$ cat src/common/tpgio_pkg.sv
package tpgio_pkg;
    localparam int ADDR_W = 8;
    localparam int DATA_W = 8;
    localparam int PIN_N  = 2;

    localparam logic [ADDR_W-1:0] PIN_CTRL_ADDR = 8'h00;

    localparam int DIR_A_BIT   = 0;
    localparam int DIR_B_BIT   = 1;
    localparam int LEVEL_A_BIT = 2;
    localparam int LEVEL_B_BIT = 3;
    localparam int RSVD_LO_BIT = 4;
    localparam int RSVD_HI_BIT = 7;

    localparam logic       DIR_OUTPUT    = 1'h0;
    localparam logic       DIR_INPUT     = 1'h1;
    localparam logic       DIR_RESET     = 1'h1;
    localparam logic       LEVEL_RESET   = 1'h1;
    localparam logic       PIN_IN_RESET  = 1'h1;
    localparam logic [3:0] RSVD_VALUE    = 4'h0;
    localparam logic [DATA_W-1:0] IDLE_READ = 8'h00;
endpackage

$ cat src/common/tpgio_sync_if.sv
`timescale 1ns/1ps
interface tpgio_sync_if #(parameter int WIDTH = 2);
    logic [WIDTH-1:0] raw;
    logic [WIDTH-1:0] level;

    modport sync (input raw, output level);
    modport core (output raw, input level);
endinterface

$ cat src/verilog/tpgio_top.sv
// The address-and-strobe port and the placing of the registers were decided locally.
`timescale 1ns/1ps
module tpgio_top
    import tpgio_pkg::*;
(
    input  wire logic              ref_clk,
    input  wire logic              rst,
    input  wire logic              ce,
    input  wire logic [ADDR_W-1:0] reg_addr,
    input  wire logic [DATA_W-1:0] reg_wdata,
    input  wire logic              reg_wr,
    input  wire logic              reg_rd,
    output logic      [DATA_W-1:0] reg_rdata,
    input  wire logic              general_pin_a_in,
    output logic                   general_pin_a_out,
    output logic                   general_pin_a_oe,
    input  wire logic              general_pin_b_in,
    output logic                   general_pin_b_out,
    output logic                   general_pin_b_oe
);
    logic              pin_a_direction;
    logic              pin_b_direction;
    logic              pin_a_level;
    logic              pin_b_level;
    logic              sel;
    logic              wr_hit;
    logic              rd_hit;
    logic [DATA_W-1:0] reg_view;
    logic [DATA_W-1:0] next_rdata;
    logic              pin_a_seen;
    logic              pin_b_seen;
    logic              read_a;
    logic              read_b;

    tpgio_sync_if #(.WIDTH(PIN_N)) sync_bus ();

    assign sync_bus.raw = {general_pin_b_in, general_pin_a_in};
    assign pin_a_seen   = sync_bus.level[0];
    assign pin_b_seen   = sync_bus.level[1];

    tpgio_sync #(
        .WIDTH (PIN_N)
    ) u_sync (
        .ref_clk (ref_clk),
        .rst     (rst),
        .ce      (ce),
        .pins    (sync_bus)
    );

    assign sel    = (reg_addr == PIN_CTRL_ADDR);
    assign wr_hit = ce && reg_wr && sel;
    assign rd_hit = ce && reg_rd && sel;

    always_ff @(posedge ref_clk) begin
        if (rst) begin
            pin_a_direction <= DIR_RESET;
            pin_b_direction <= DIR_RESET;
        end else if (wr_hit) begin
            pin_a_direction <= reg_wdata[DIR_A_BIT];
            pin_b_direction <= reg_wdata[DIR_B_BIT];
        end
    end

    // writes while input are dropped, so the reading is never disturbed
    always_ff @(posedge ref_clk) begin
        if (rst) begin
            pin_a_level <= LEVEL_RESET;
        end else if (wr_hit && (reg_wdata[DIR_A_BIT] == DIR_OUTPUT)) begin
            pin_a_level <= reg_wdata[LEVEL_A_BIT];
        end
    end

    // pin b level latch, default high
    // level writes with input direction are ignored
    always_ff @(posedge ref_clk) begin
        if (rst) begin
            pin_b_level <= LEVEL_RESET;
        end else if (wr_hit && (reg_wdata[DIR_B_BIT] == DIR_OUTPUT)) begin
            pin_b_level <= reg_wdata[LEVEL_B_BIT];
        end
    end

    // output enable only while direction is output
    always_ff @(posedge ref_clk) begin
        if (rst) begin
            general_pin_a_oe <= 1'h0;
            general_pin_b_oe <= 1'h0;
        end else if (ce) begin
            general_pin_a_oe <= (next_dir_a() == DIR_OUTPUT);
            general_pin_b_oe <= (next_dir_b() == DIR_OUTPUT);
        end
    end

    // pin drive follows the level latch
    always_ff @(posedge ref_clk) begin
        if (rst) begin
            general_pin_a_out <= LEVEL_RESET;
            general_pin_b_out <= LEVEL_RESET;
        end else if (ce) begin
            general_pin_a_out <= next_lvl_a();
            general_pin_b_out <= next_lvl_b();
        end
    end

    function automatic logic next_dir_a();
        return wr_hit ? reg_wdata[DIR_A_BIT] : pin_a_direction;
    endfunction

    function automatic logic next_dir_b();
        return wr_hit ? reg_wdata[DIR_B_BIT] : pin_b_direction;
    endfunction

    function automatic logic next_lvl_a();
        return (wr_hit && (reg_wdata[DIR_A_BIT] == DIR_OUTPUT)) ?
            reg_wdata[LEVEL_A_BIT] : pin_a_level;
    endfunction

    function automatic logic next_lvl_b();
        return (wr_hit && (reg_wdata[DIR_B_BIT] == DIR_OUTPUT)) ?
            reg_wdata[LEVEL_B_BIT] : pin_b_level;
    endfunction

    // input pins read back their sampled level
    assign read_a = (pin_a_direction == DIR_INPUT) ? pin_a_seen : pin_a_level;
    assign read_b = (pin_b_direction == DIR_INPUT) ? pin_b_seen : pin_b_level;

    always_comb begin
        reg_view                          = IDLE_READ;
        reg_view[RSVD_HI_BIT:RSVD_LO_BIT] = RSVD_VALUE;
        reg_view[LEVEL_B_BIT]             = read_b;
        reg_view[LEVEL_A_BIT]             = read_a;
        reg_view[DIR_B_BIT]               = pin_b_direction;
        reg_view[DIR_A_BIT]               = pin_a_direction;
    end

    // unmapped or idle reads return zero
    assign next_rdata = rd_hit ? reg_view : IDLE_READ;

    always_ff @(posedge ref_clk) begin
        if (rst) begin
            reg_rdata <= IDLE_READ;
        end else if (ce) begin
            reg_rdata <= next_rdata;
        end
    end
endmodule

$ cat src/verilog/tpgio_sync.sv
`timescale 1ns/1ps
module tpgio_sync
    import tpgio_pkg::*;
#(
    parameter int WIDTH = 2
) (
    input  wire logic  ref_clk,
    input  wire logic  rst,
    input  wire logic  ce,
    tpgio_sync_if.sync pins
);
    // three stages per pin; the first stage feeds only the second
    genvar i;
    generate
        for (i = 0; i < WIDTH; i++) begin : g_pin
            logic stage1;
            logic stage2;
            logic stage3;
            logic settled;

            always_ff @(posedge ref_clk) begin
                if (rst) begin
                    stage1 <= PIN_IN_RESET;
                    stage2 <= PIN_IN_RESET;
                    stage3 <= PIN_IN_RESET;
                end else if (ce) begin
                    stage1 <= pins.raw[i];
                    stage2 <= stage1;
                    stage3 <= stage2;
                end
            end

            // a change only counts once two stages agree, so glitches are dropped
            always_ff @(posedge ref_clk) begin
                if (rst) begin
                    settled <= PIN_IN_RESET;
                end else if (ce && (stage2 == stage3)) begin
                    settled <= stage3;
                end
            end

            assign pins.level[i] = settled;
        end
    endgenerate
endmodule

$ cat config.mk
export PLATFORM = sky130hd
export DESIGN_NAME = tpgio_top
export DESIGN_NICKNAME = d
export VERILOG_FILES = /design/src/common/tpgio_pkg.sv /design/src/common/tpgio_sync_if.sv /design/src/verilog/tpgio_top.sv /design/src/verilog/tpgio_sync.sv
export SDC_FILE = /design/constraint.sdc
export NUM_CORES = 1
export LEC_CHECK = 0
export ABC_CLOCK_PERIOD_IN_PS = 1850
export BUFFER_PORTS_ARGS = -buffer_cell sky130_fd_sc_hd__buf_2
export CORE_UTILIZATION = 46
export CTS_CLUSTER_DIAMETER = 30
export DETAILED_ROUTE_END_ITERATION = 8
export PLACE_DENSITY = 0.76
export SLEW_MARGIN = 20
export SYNTH_ARGS = -nofsm -noshare
export SYNTH_HDL_FRONTEND = slang
export SYNTH_SLANG_ARGS = --single-unit
$ cat constraint.sdc
create_clock -name ref_clk -period 1.85 [get_ports ref_clk]
set_clock_uncertainty 0.2 [all_clocks]
set_input_delay 0.2775 -clock ref_clk [delete_from_list [all_inputs] [get_ports ref_clk]]
set_output_delay 0.2775 -clock ref_clk [all_outputs]
set_load 0.03 [all_outputs]
==> results of run 1 <==
[power by group through the flow]
stage               logic (W)  clock network [W]  registers [W]
floorplan           0.0000597                  0       0.000461
global placement    0.0000908                  0       0.000457
finish              0.0000965           0.000245       0.000448
CTS                 0.0000967           0.000255       0.000448
global route         0.000106           0.000270       0.000450
detailed placement  0.0000929                  0       0.000458
[state kept, by name, indices dropped and copies added, names as in the netlist, 2 cells and up, named ones only]
signal / count
u_sync.g_pin.settled: 2
u_sync.g_pin.stage1: 2
u_sync.g_pin.stage3: 2
u_sync.g_pin.stage2: 2
reg_rdata: 4
[worst max path at each step]
stage,from,to,cells after the start
floorplan,reg_addr[1],flip-flop,3
global placement,reg_addr[5],flip-flop,4
detailed placement,reg_addr[1],flip-flop,4
CTS,reg_addr[1],flip-flop,4
global route,reg_addr[1],general_pin_a_oe,5
finish,reg_addr[1],flip-flop,4
[kinds of logic (layout without fill, tap and decap cells)]
group	count (synthesis)	in the layout	share of synthesized area, %
compound gates	27	27	22.3
simple gates	27	27	21.2
flops	20	20	44.6
buf+inv	12	37	6.82
mux	4	4	4.74
other cells	1	4	0.417
[metrics by stage]
step / area, µm² / worst slack, ps / std cells
floorplan: 910 / 394 / 94
detailed placement: 1040 / 178 / 138
global placement: 1040 / 195 / 138
finish: 1090 / 501 / 144
CTS: 1090 / 499 / 144
global route: 1090 / 410 / 144
[layer usage]
| metal | GRT usage [%] | vias to the layer above | wire (µm) |
|---|---|---|---|
| li1 | - | 371 | - |
| met1 | 17.4 | 329 | 765 |
| met2 | 32.1 | 24 | 823 |
| met3 | 5.88 | 2 | 83 |
| met4 | 5.29 | 0 | 13 |
| met5 | 0 | - | 0 |
[synth_stat cells, drive strengths merged]
cell	instances
buf	5
a211o	8
o21ai	2
a22oi	4
o21ba	2
mux2	2
inv	3
nand2b	4
nor2b	8
and4	1
a21oi	7
conb	1
mux2i	2
nor4	2
o21bai	2
clkbuf	4
and2	2
dfxtp	20
a41o	2
nand4	3
nor2	7
[cell type report]
cell class / count / area, µm² / share of cell area, %
repair buffers: 30 / 165 / 15.1
multi-input cells: 62 / 448 / 41.0
well taps: 25 / 31.3 / 2.86
inverters: 3 / 11.3 / 1.03
clock buffers: 4 / 36.3 / 3.32
flip-flops and latches: 20 / 400 / 36.7
[worst max-delay path, stage by stage]
cell	delay, ps
buf_2	110
nor4_4	410
nand4_2	220
a211o_1	330
==> results.toml, run 1 <==
[global_routing]
antenna_found_initial = 0
grt_pass1_vias = 623
grt_start_max_net_pins = 21
overflow = 0
grt_pass1_wl_mm = 2.53
grt_use_total_pct = 17.1

[cts]
clock-sinks = 20
cts_setup_buffers = 0
cts.repair.resized = 0
root_buffer = "clkbuf_4"
clk_pin_slew_ps = 110
cts_buffers = 3
max-clock-path-buffers = 2
cts_tree = "built"
ctsHoldBuffers = 2
clk_latency_ps = 290
htree_levels = 1

[timing]
max_freq_ghz = 0.741
final_hold_viol_count = 0
finalSetupTns_ps = 0
finalMaxSlewViolations = 0
fin_crit_ps = 1350
setup_viol = 0
rsz0062_at_grt = "no"
holdWs_ps = 25.1
post-route-period-util_pct = 72.9

[drt]
drc_errors = 0
drtAntennaViolNets = 0
drt_pass1_iterations = 4
finalWirelength_mm = 1.69
wire_per_inst_um = 11.7
drt_iter0_markers = 7
vias = 726
via_per_inst = 5.04

[setup_path]
cp_data_required_time_ps = 1850
critical_path_arrival_ps = 1340
critPathLaunchType = "input port"
endpoint_kind = "flip-flop"
path_class = "input port to flip-flop"
r2r_cells = 3
rr_endpoint = "reg_rdata[2]"
ff2ff_setup_slack_ps = 540
cp_max_fo = 6

[power_and_ir_drop]
ir_drop_uv = 603
p_sw_share_pct = 23.5
power_density_nw_per_um2 = 723
pwr-share-seq_pct = 56.8
total_power_w = 0.000789
p_clk_share_pct = 31.0
cellLeakagePower_nw = 0.520
internal-power_w = 0.000604
share_comb_of_total_power_pct = 12.2
switchingPower_w = 0.000186

[yosys]
netlist_area_um2 = 898
synth_top_cell_by_area = "dfxtp_1"
synth_cell_types = 23
synthesis.instances = 91
synth_area_leaders = "dfxtp_1 (45%), a211o_1 (7.8%), nor2b_1 (5.6%), nor4_4 (4.7%), a21oi_1 (3.9%)"
synth_top_area_share_pct = 44.6
syn_area_per_cell_um2 = 9.87
yosysSeqAreaShare_pct = 44.6
yosysWarningCount = 0
ys_ff_latch = 20

[die]
io_pins = 35
die_area_um2 = 2130
chipWidth_um = 46.2
rows = 15
core_um2 = 1780
die_h_um = 46.2
start_util_pct = 50.4

[place]
gp_congestion = 0.757
dp_hpwl_mm = 1.20
port_buffers = 26

[cells_and_area]
fillerInstances = 158
final_common_cell = "buf_2"
drive_above_1_share_pct = 31.1
nets = 143
area_growth_syn_to_layout_pct = 21.6
mostFrequentLayoutCells = "buf_2 (26), dfxtp_1 (20), a211o_1 (8), nor2b_1 (8)"
antenna-diode-count = 0
final_core_utilization_pct = 61.3

[worst_hold_path]
hold_start = "reg_wdata[2]"
hold_depth = 3
hold_class = "input port to flip-flop"
min_to = "pin_a_level"

[job]
drv_cap = 0

[status]
outcome = "complete, no violations"
No activity file was read; power rests on OpenSTA's default activity.
==> run 2, diff against run 1 <==
Settings changed: ABC_CLOCK_PERIOD_IN_PS 1850 to 1300.
Clock period 1.85 ns to 1.3 ns, I/O delays scaled along.
==> run 2 against run 1 <==
Largest power group unchanged. Non-clock buffer count up 7. Register-to-register slack worse by 470 ps. Critical path depth is the same. Final cell count is 4.2% higher. Critical path type unchanged.
==> results.toml, run 2 (synthesis results as in run 1) <==
[setup_path]
endpoint_kind = "flip-flop"
path_class = "input port to flip-flop"
ff2ff_setup_slack_ps = 70
cp_data_required_time_ps = 1290
r2r_cells = 3
cp_max_fo = 6
critical_path_arrival_ps = 1260
startpoint = "reg_addr[1]"
rr_endpoint = "reg_rdata[3]"
critPathLaunchType = "input port"

[worst_hold_path]
hold_start = "reg_wdata[1]"
hold_depth = 4
hold_class = "input port to flip-flop"

[drt]
wire_per_inst_um = 11.8
drtAntennaViolNets = 0
finalWirelength_mm = 1.76
drc_errors = 0
drt_pass1_iterations = 4
via_per_inst = 5.11
drt_iter0_markers = 12
vias = 767

[cells_and_area]
final_common_cell = "buf_2"
largest-register = "reg_rdata"
fillerInstances = 150
antenna-diode-count = 0
final_cells = 150
largest_register_ffs = 4
final_core_utilization_pct = 63.9
drive_above_1_share_pct = 33.6
area_growth_syn_to_layout_pct = 26.9
mostFrequentLayoutCells = "buf_2 (25), dfxtp_1 (19), a211o_1 (8), nor2b_1 (8)"
nets = 150

[die]
chipWidth_um = 46.2
core_um2 = 1780
die_area_um2 = 2130
start_util_pct = 50.4
io_pins = 35
rows = 15
die_h_um = 46.2

[timing]
fin_crit_ps = 1260
finalMaxSlewViolations = 0
final_hold_viol_count = 0
setup_viol = 0
rsz0062_at_grt = "yes"
max_freq_ghz = 0.791
post-route-period-util_pct = 97.2

[global_routing]
antenna_found_initial = 0
grt_use_total_pct = 19.5
grt_pass1_wl_mm = 2.87
overflow = 0
grt_pass1_vias = 686
grt_start_max_net_pins = 21

[cts]
clock-sinks = 20
root_buffer = "clkbuf_4"
clk_latency_ps = 290
htree_levels = 1
clk_pin_slew_ps = 100
max-clock-path-buffers = 2
cts_buffers = 3
cts_tree = "built"

[status]
outcome = "complete, no violations"

[power_and_ir_drop]
cellLeakagePower_nw = 0.538
power_density_nw_per_um2 = 936
ir_drop_uv = 540

[place]
dp_hpwl_mm = 1.30
port_buffers = 26
dp.cells = 141
gp_congestion = 0.791

[job]
drv_cap = 0
==> run 2: cell types whose count changed in the layout (fill, tap and decap cells not counted), sizes merged <==
cell         delta
dlygate4sd3     +2
buf             +4
==> run 2: area by class of cell <==
cell class / instances / area (µm²) / share of cell area, %
clock buffers: 3 / 22.5 / 1.98
repair buffers: 37 / 225 / 19.8
flip-flops and latches: 20 / 402 / 35.2
well taps: 25 / 31.3 / 2.74
multi-input cells: 62 / 448 / 39.3
inverters: 3 / 11.3 / 0.988
==> run 2: what timing repair did <==
item	in CTS	in global routing
endpoints found under the setup margin	0	7
hold endpoints to repair	5	0
buffers inserted	0	2
gates resized for setup	0	2
hold buffers	4	0
==> run 2: worst max path at each step <==
stage / end / slack, ps / cells past startpoint
after detailed placement: flip-flop / -300 / 4
after CTS: flip-flop / 30 / 4
after global routing: flip-flop / -2 / 4
final: flip-flop / 40 / 4
after global placement: flip-flop / -260 / 4
after floorplan: flip-flop / -50 / 3
==> run 2: stage by stage <==
stage	power [W]	area, µm²	setup TNS [ps]	hold WS (ps)	worst slack [ps]
6_report	0.00107	1140	0	56.2	35.8
5_1_grt	0.00114	1140	-1.91	45.4	-1.91
4_1_cts	0.00108	1120	0	46.0	33.5
3_5_place_dp	0.000788	1060	-2930	207	-296
3_3_place_gp	0.000784	1060	-2370	204	-258
2_1_floorplan	0.000741	910	-104	117	-52.1
==> run 2: worst max-delay path, stage by stage <==
cell and delay [ps]:
buf_2 110, nor4_4 410, nand4_2 240, a211o_1 300
==> run 2: power by group <==
group / leakage [nW] / switching [W] / internal, W / total [W]
clock network: 0.0138 / 0.000173 / 0.000108 / 0.000280
registers: 0.163 / 0.00000873 / 0.000629 / 0.000638
logic: 0.361 / 0.0000802 / 0.0000680 / 0.000148
==> run 2: metal layers <==
| metal | track usage, % | share of wire, % |
|---|---|---|
| met4 | 14.1 | 3.9 |
| met5 | 0 | 0 |
| met3 | 4.71 | 4.5 |
| met1 | 24.9 | 48 |
| met2 | 28.5 | 43 |
